### config.mk
export PLATFORM = sky130hd
export DESIGN_NAME = t16_timer
export DESIGN_NICKNAME = d
export VERILOG_FILES = /design/src/inc/t16_pkg.sv /design/src/core/t16_timer.sv
export SDC_FILE = /design/constraint.sdc
export NUM_CORES = 1
export LEC_CHECK = 0
export CORE_MARGIN = 5
export CORE_UTILIZATION = 52
export DETAILED_ROUTE_END_ITERATION = 12
export DONT_BUFFER_PORTS = 1
export HOLD_SLACK_MARGIN = 0.02
export PLACE_DENSITY = 0.7
export SLEW_MARGIN = 20
export SYNTH_ARGS = -nofsm -noshare
export SYNTH_HDL_FRONTEND = slang
export SYNTH_SLANG_ARGS = --single-unit
### constraint.sdc
create_clock -name clk_i -period 2.9 [get_ports clk_i]
set_input_delay 0.29 -clock clk_i [delete_from_list [all_inputs] [get_ports clk_i]]
set_output_delay 0.29 -clock clk_i [all_outputs]
set_load 0.02 [all_outputs]
### src/inc/t16_pkg.sv
// Purpose: shared constants and types of the 16-bit timer data/mask block
// Assumes: 8-bit cpu data-space bus, byte addresses
// Notes: flag register sits at its printed data-space offset
package t16_pkg;
  localparam int unsigned ADDR_W = 8;
  localparam int unsigned DATA_W = 8;
  localparam int unsigned CNT_W = 16;
  // register byte offsets
  localparam logic [7:0] OFS_FLAGS = 8'h36;
  localparam logic [7:0] OFS_MASK = 8'h6f;
  localparam logic [7:0] OFS_COUNT = 8'h84;
  localparam logic [7:0] OFS_CAPTURE = 8'h86;
  localparam logic [7:0] OFS_CMP_A = 8'h88;
  localparam logic [7:0] OFS_CMP_B = 8'h8a;
  localparam logic [7:0] OFS_HIGH = 8'h01;
  // bit positions in mask and flag registers
  localparam int unsigned BIT_OVF = 0;
  localparam int unsigned BIT_CMP_A = 1;
  localparam int unsigned BIT_CMP_B = 2;
  localparam int unsigned BIT_CAP = 5;
  localparam logic [7:0] IRQ_BITS_MASK = 8'h27;
  // reset values, full count and count step
  localparam logic [7:0] RST_BYTE = 8'h00;
  localparam logic [15:0] RST_WORD = 16'h0000;
  localparam logic [15:0] MAX_COUNT = 16'hffff;
  localparam logic [15:0] ONE_COUNT = 16'h0001;

  // one cpu access per cycle
  typedef struct packed {
    logic [7:0] addr;
    logic [7:0] wdata;
    logic we;
    logic re;
  } t16_bus_req_t;

  // where the counter wraps
  typedef enum logic [0:0] {
    T16_TOP_MAX = 1'b0,
    T16_TOP_CAPTURE = 1'b1
  } t16_top_t;
endpackage : t16_pkg

### src/core/t16_timer.sv
// Purpose: 16-bit timer data registers, shared high-byte latch, capture, compare and irq mask
// Assumes: cpu bus and tick_i on clk_i; capture and comparator inputs asynchronous
// Notes: read data appears one cycle after the read strobe
// How it works
// - low byte at base offset, high byte at base plus one.
// - cpu reads and writes count value; a write loads the counter directly.
// - every 16-bit access goes through one 8-bit high-byte latch.
// - count, capture and both compares share that single latch.
// - a count write suppresses compare matches on the next timer tick.
// - qualifying capture event copies the counter into capture value.
// - capture value may serve as counter top instead of capturing.
// - capture read returns both bytes from one instant via the latch.
// - compare writes update both bytes together.
// - compare A checked every tick; match sets flag and toggles pin A.
// - compare B checked every tick; match sets flag and toggles pin B.
// - capture irq enable at mask bit 5 gates capture irq.
// - compare B irq enable at mask bit 2 gates compare B irq.
// - compare A irq enable at mask bit 1 gates compare A irq.
// - overflow irq enable at mask bit 0 gates overflow irq.
// - capture flag sets on event, clears by vector ack or writing one.
module t16_timer (
  input wire logic clk_i,
  input wire logic sys_rst_i,
  input wire logic ce_i,
  input wire t16_pkg::t16_bus_req_t bus_req_i,
  output logic [7:0] bus_rdata_o,
  input wire logic tick_i,
  input wire t16_pkg::t16_top_t top_sel_i,
  input wire logic capture_rising_i,
  input wire logic acomp_sel_i,
  input wire logic acomp_i,
  input wire logic capture_input_pin_i,
  input wire logic global_irq_en_i,
  input wire logic [3:0] irq_ack_i,
  output logic [3:0] irq_o,
  output logic compare_a_output_pin_o,
  output logic compare_b_output_pin_o
);
  import t16_pkg::*;

  // true when addr hits the byte (hi selects base plus one) of a pair
  function automatic logic hit(input logic [7:0] addr, input logic [7:0] base, input logic hi);
    hit = (addr == (hi ? base + OFS_HIGH : base));
  endfunction : hit

  logic [15:0] count_reg, count_next;
  logic [15:0] capture_reg, capture_next;
  logic [15:0] cmp_a_reg, cmp_a_next;
  logic [15:0] cmp_b_reg, cmp_b_next;
  logic [7:0] latch_reg, latch_next;
  logic [7:0] mask_reg, mask_next;
  logic [7:0] flags_reg, flags_next;
  logic [7:0] ack_clr;
  logic [7:0] rdata_reg, rdata_next;
  logic [3:0] irq_reg, irq_next;
  logic block_reg, block_next;
  logic pin_a_reg, pin_a_next;
  logic pin_b_reg, pin_b_next;
  logic [1:0] cap_sync_reg;
  logic [1:0] cmp_sync_reg;
  logic cap_src, cap_prev_reg, cap_event;
  logic [15:0] top_val;
  logic match_a, match_b, at_top;

  // capture source synchronisers; stage 0 only feeds stage 1
  always_ff @(posedge clk_i or posedge sys_rst_i) begin
    if (sys_rst_i) begin
      cap_sync_reg <= 2'h0;
      cmp_sync_reg <= 2'h0;
      cap_prev_reg <= 1'b0;
    end else if (ce_i) begin
      cap_sync_reg <= {cap_sync_reg[0], capture_input_pin_i};
      cmp_sync_reg <= {cmp_sync_reg[0], acomp_i};
      cap_prev_reg <= cap_src;
    end
  end

  // edge qualification of the selected capture source
  assign cap_src = acomp_sel_i ? cmp_sync_reg[1] : cap_sync_reg[1];
  assign cap_event = (top_sel_i == T16_TOP_MAX) &&
                     (capture_rising_i ? (cap_src && !cap_prev_reg) : (!cap_src && cap_prev_reg));

  // top and compare decode
  assign top_val = (top_sel_i == T16_TOP_CAPTURE) ? capture_reg : MAX_COUNT;
  assign at_top = (count_reg == top_val);
  assign match_a = tick_i && !block_reg && (count_reg == cmp_a_reg);
  assign match_b = tick_i && !block_reg && (count_reg == cmp_b_reg);

  // register file, counter and flag next values
  always_comb begin
    count_next = count_reg;
    capture_next = capture_reg;
    cmp_a_next = cmp_a_reg;
    cmp_b_next = cmp_b_reg;
    latch_next = latch_reg;
    mask_next = mask_reg;
    flags_next = flags_reg;
    rdata_next = RST_BYTE;
    block_next = block_reg;
    pin_a_next = pin_a_reg ^ match_a;
    pin_b_next = pin_b_reg ^ match_b;
    // counter runs on each timer tick and clears the write block
    if (tick_i) begin
      block_next = 1'b0;
      count_next = at_top ? RST_WORD : count_reg + ONE_COUNT;
    end
    if (cap_event) begin
      capture_next = count_reg;
    end
    // vector acks clear their own flags first, so events below win
    ack_clr = RST_BYTE;
    ack_clr[BIT_CAP] = irq_ack_i[3];
    ack_clr[BIT_CMP_B] = irq_ack_i[2];
    ack_clr[BIT_CMP_A] = irq_ack_i[1];
    ack_clr[BIT_OVF] = irq_ack_i[0];
    flags_next = flags_reg & ~ack_clr;
    if (bus_req_i.we && hit(bus_req_i.addr, OFS_FLAGS, 1'b0)) begin
      flags_next = flags_next & ~(bus_req_i.wdata & IRQ_BITS_MASK);
    end
    // cpu writes: high bytes fill the latch, low bytes commit
    if (bus_req_i.we) begin
      if (hit(bus_req_i.addr, OFS_MASK, 1'b0)) begin
        mask_next = bus_req_i.wdata & IRQ_BITS_MASK;
      end
      if (hit(bus_req_i.addr, OFS_COUNT, 1'b1) || hit(bus_req_i.addr, OFS_CAPTURE, 1'b1) ||
          hit(bus_req_i.addr, OFS_CMP_A, 1'b1) || hit(bus_req_i.addr, OFS_CMP_B, 1'b1)) begin
        latch_next = bus_req_i.wdata;
      end
      if (hit(bus_req_i.addr, OFS_COUNT, 1'b0)) begin
        count_next = {latch_reg, bus_req_i.wdata};
        block_next = 1'b1;
      end
      if (hit(bus_req_i.addr, OFS_CAPTURE, 1'b0)) begin
        capture_next = {latch_reg, bus_req_i.wdata};
      end
      if (hit(bus_req_i.addr, OFS_CMP_A, 1'b0)) begin
        cmp_a_next = {latch_reg, bus_req_i.wdata};
      end
      if (hit(bus_req_i.addr, OFS_CMP_B, 1'b0)) begin
        cmp_b_next = {latch_reg, bus_req_i.wdata};
      end
    end else if (bus_req_i.re) begin
      // low read returns low byte and parks the high byte in the latch
      if (hit(bus_req_i.addr, OFS_COUNT, 1'b0)) begin
        rdata_next = count_reg[7:0];
        latch_next = count_reg[15:8];
      end else if (hit(bus_req_i.addr, OFS_CAPTURE, 1'b0)) begin
        rdata_next = capture_reg[7:0];
        latch_next = capture_reg[15:8];
      end else if (hit(bus_req_i.addr, OFS_CMP_A, 1'b0)) begin
        rdata_next = cmp_a_reg[7:0];
        latch_next = cmp_a_reg[15:8];
      end else if (hit(bus_req_i.addr, OFS_CMP_B, 1'b0)) begin
        rdata_next = cmp_b_reg[7:0];
        latch_next = cmp_b_reg[15:8];
      end else if (hit(bus_req_i.addr, OFS_COUNT, 1'b1) || hit(bus_req_i.addr, OFS_CAPTURE, 1'b1) ||
                   hit(bus_req_i.addr, OFS_CMP_A, 1'b1) || hit(bus_req_i.addr, OFS_CMP_B, 1'b1)) begin
        rdata_next = latch_reg;
      end else if (hit(bus_req_i.addr, OFS_MASK, 1'b0)) begin
        rdata_next = mask_reg;
      end else if (hit(bus_req_i.addr, OFS_FLAGS, 1'b0)) begin
        rdata_next = flags_reg;
      end
    end
    // hardware events set flags; set wins over any clear
    if (cap_event || (tick_i && at_top && top_sel_i == T16_TOP_CAPTURE)) begin
      flags_next[BIT_CAP] = 1'b1;
    end
    if (match_a) begin
      flags_next[BIT_CMP_A] = 1'b1;
    end
    if (match_b) begin
      flags_next[BIT_CMP_B] = 1'b1;
    end
    if (tick_i && at_top && top_sel_i == T16_TOP_MAX) begin
      flags_next[BIT_OVF] = 1'b1;
    end
    // irq requests: flag and enable and global enable
    irq_next[3] = global_irq_en_i && flags_next[BIT_CAP] && mask_next[BIT_CAP];
    irq_next[2] = global_irq_en_i && flags_next[BIT_CMP_B] && mask_next[BIT_CMP_B];
    irq_next[1] = global_irq_en_i && flags_next[BIT_CMP_A] && mask_next[BIT_CMP_A];
    irq_next[0] = global_irq_en_i && flags_next[BIT_OVF] && mask_next[BIT_OVF];
  end

  // state registers
  always_ff @(posedge clk_i or posedge sys_rst_i) begin
    if (sys_rst_i) begin
      count_reg <= RST_WORD;
      capture_reg <= RST_WORD;
      cmp_a_reg <= RST_WORD;
      cmp_b_reg <= RST_WORD;
      latch_reg <= RST_BYTE;
      mask_reg <= RST_BYTE;
      flags_reg <= RST_BYTE;
      rdata_reg <= RST_BYTE;
      irq_reg <= 4'h0;
      block_reg <= 1'b0;
      pin_a_reg <= 1'b0;
      pin_b_reg <= 1'b0;
    end else if (ce_i) begin
      count_reg <= count_next;
      capture_reg <= capture_next;
      cmp_a_reg <= cmp_a_next;
      cmp_b_reg <= cmp_b_next;
      latch_reg <= latch_next;
      mask_reg <= mask_next;
      flags_reg <= flags_next;
      rdata_reg <= rdata_next;
      irq_reg <= irq_next;
      block_reg <= block_next;
      pin_a_reg <= pin_a_next;
      pin_b_reg <= pin_b_next;
    end
  end

  assign bus_rdata_o = rdata_reg;
  assign irq_o = irq_reg;
  assign compare_a_output_pin_o = pin_a_reg;
  assign compare_b_output_pin_o = pin_b_reg;
endmodule : t16_timer

==> reports/qor.csv <==
metric,value,unit
headroom to the max-slew limit,42.6,%
worst-margin pin slew,0.859,ns
Place WS,0.422,ns
DIE WIDTH,118,um
ranking of synthesized cells by area,"dfrtp_1, mux2_2, xnor2_1, a21oi_1, mux2i_1",
RSZ-0062 raised after global routing,false,
initial core utilization,53.2,%
synth unique cells,67,
total global-route track usage,27.3,%
row count,39,
Design Power,4.07,mW
mapped cell area,6100,um2
Fin Setup TNS,0,ns
DRC viols,0,
average wire per standard cell,25.1,um
Seq pwr share,47.1,%
CP Launch Type,flop,
period utilization,87.3,%
DP Area,6250,um2
Placed Instances,739,
pin count of the biggest net entering global routing,47,
Die Height,118,um
Yosys top cell area share,41.0,%
worst-path cell chain,"xor2_1, or4_1, a32oi_1, nand4_1, o31a_1, o31ai_1",
final worst setup slack,0.369,ns
crit path max fanout,10,
Worst path top cell family by delay,simple AND/OR/NAND/NOR gates,
Hold WC Path Type,in -> reg,
Pleak,2.69,nW
hpwl dp,13700,um
mean post-synth cell area,9.86,um2
post-route cell area,6600,um2
DR vias,5304,
Net Sw Frac,33.0,%
async set-reset flop share out of synthesis,100,%
WP data arrival,2.79,ns
Synth area leader,dfrtp_1,
Clock power frac,31.2,%
Iteration-0 DRC Markers,623,
ys flop type,dfrtp_1,
P_sw,1.34,mW
syn_nets,652,
Internal Power,2.73,mW
nets@finish,644,
diode count,0,
number of flops mapped to enable cells by yosys,0,
RD Place Congestion,0.997,
Clock Pin Slew Worst Setup and Hold Paths,0.07,ns
Post-CTS Setup Repair Bufs,0,
clock skew,0.0110,ns
CTS Sinks,100,
cells after synthesis,619,
MaxCap Viol Count,0,
final core occ,57.6,%
Pins Over Slew Limit,0,
critical path class,reg -> reg,
CP Capture Type,flop,
CTS tree,yes,
Commonest cells post-synth,"dfrtp_1, a21oi_1, nor2_1, xnor2_1, mux2_2",
clock period minus worst slack,2.53,ns
vias per cell,7.00,
number of buffers created by CTS,9,
f_max,395,MHz
Worst path max stage delay,0.49,ns
Die ar.,14000,um2
Worst EP required,3.16,ns
CTS H-tree lvls,3,
root buffer cell,clkbuf_16,
Detail Route Antenna Nets,0,
PwrDens,616,nW/um2
combinational fraction of design power,21.7,%
"Seq/Total Area, Yosys",41.0,%
#FFs+latches synth,100,
ratio of cells with drive above 1 in the final layout,15.0,%
Worst path slowest cell,nand4_1,
total wire length,19000,um
clock latency on the worst-skew pair,0.35,ns
initial antenna violation count,1,
worst path bufs/invs,0,
vias in the first global route,5204,
status,"complete, no violations",
# IOs,46,
Port Buffers,0,
final std cells w/o fill,758,
Yosys warnings,0,
"count leader, synth",dfrtp_1,
Hold Slack,0.0234,ns
total grt overflow,0,
CTS Buffer Depth,2,
final hold vios,0,
Max VDD drop,0.377,mV
DRT Pass-1 Iters,9,
Final setup viols,0,
Area Overhead vs Synth,8.18,%
core area,11500,um2
first-pass GRT wire length,30400,um
power by group through the flow:
stage | Sequential [mW] | Combinational (mW) | Clock (mW)
final | 1.92 | 0.884 | 1.27
after detailed placement | 1.92 | 0.867 | 0
after floorplan | 1.74 | 0.752 | 0
after global placement | 1.91 | 0.842 | 0
after CTS | 1.90 | 0.874 | 1.29
after global routing | 1.93 | 0.972 | 1.35
cells by family after synthesis:
logic type / Yosys count / share of synthesized area (%)
AO/OA/AOI/OAI: 190 / 21.4
AND/OR/NAND/NOR: 164 / 15.6
flip-flops: 100 / 41.0
buffers and inverters: 62 / 4.55
multiplexers: 57 / 10.8
XOR/XNOR: 45 / 6.46
adder cells (fa/ha/maj): 1 / 0.205
layout by cell type, fill, tap and decap left out, types with 4 or more instances in the layout:
master,count
mux2i_1,17
mux2_2,30
dfrtp_1,100
a2bb2oi_1,18
xor2_1,14
or4_1,6
clkbuf_16,9
o221ai_1,9
and2_1,10
nor3_1,7
inv_1,13
o211ai_1,8
o22ai_1,20
a221oi_1,4
nand2_1,29
nor3b_1,8
a22o_1,6
a31oi_1,4
buf_4,22
a21o_1,6
a222oi_1,4
nand4_1,11
nor2_1,37
mux2_4,10
xnor2_1,31
and3_1,4
a22oi_1,15
a32oi_1,9
nor4_1,4
nand3_1,18
a21oi_1,47
dlygate4sd3_1,4
o21ai_0,23
repair_timing:
item / in CTS / in global routing
gates resized for setup: 0 / 0
endpoints found under the setup margin: 0 / 0
hold endpoints to repair: 35 / 1
hold buffers: 3 / 1
per-layer routing:
layer	global-route usage, %	wire (um)
met4	8.82	518
met2	41.5	8670
met5	0	0
met1	38.7	8010
met3	6.21	1850
final timing paths:
check | slack, ns | cells past startpoint | startpoint | to
setup / recovery | 0.37 | 6 | capture_reg[7]$_DFFE_PP0P_ | irq_o[3]$_DFFE_PP0P_
hold / removal | 0.02 | 1 | ce_i | capture_reg[12]$_DFFE_PP0P_
setup reg to reg | 0.37 | 6 | capture_reg[7]$_DFFE_PP0P_ | irq_o[3]$_DFFE_PP0P_
hold reg to reg | 0.50 | 1 | block_reg$_DFFE_PP0P_ | block_reg$_DFFE_PP0P_
max in group asynchronous | 1.45 | 3 | sys_rst_i | cmp_b_reg[1]$_DFFE_PP0P_
min in group asynchronous | 0.58 | 2 | sys_rst_i | cap_sync_reg[1]$_DFFE_PP0P_
layout make-up:
cell class / count / area [um2]
clock buffer: 11 / 253
clock inverter: 4 / 56.3
fill: 960 / 4860
inverter: 16 / 63.8
multi-input combinational: 457 / 3320
sequential: 100 / 2500
tap: 143 / 179
timing repair buffer: 27 / 225
worst register-to-register path, cell delays in order, from the launching register on:
cell and delay, ns:
dfrtp_1 0.47, xor2_1 0.19, or4_1 0.41, a32oi_1 0.27, nand4_1 0.49, o31a_1 0.43
o31ai_1 0.18
Note: power is estimated with default switching activity, not from simulation.
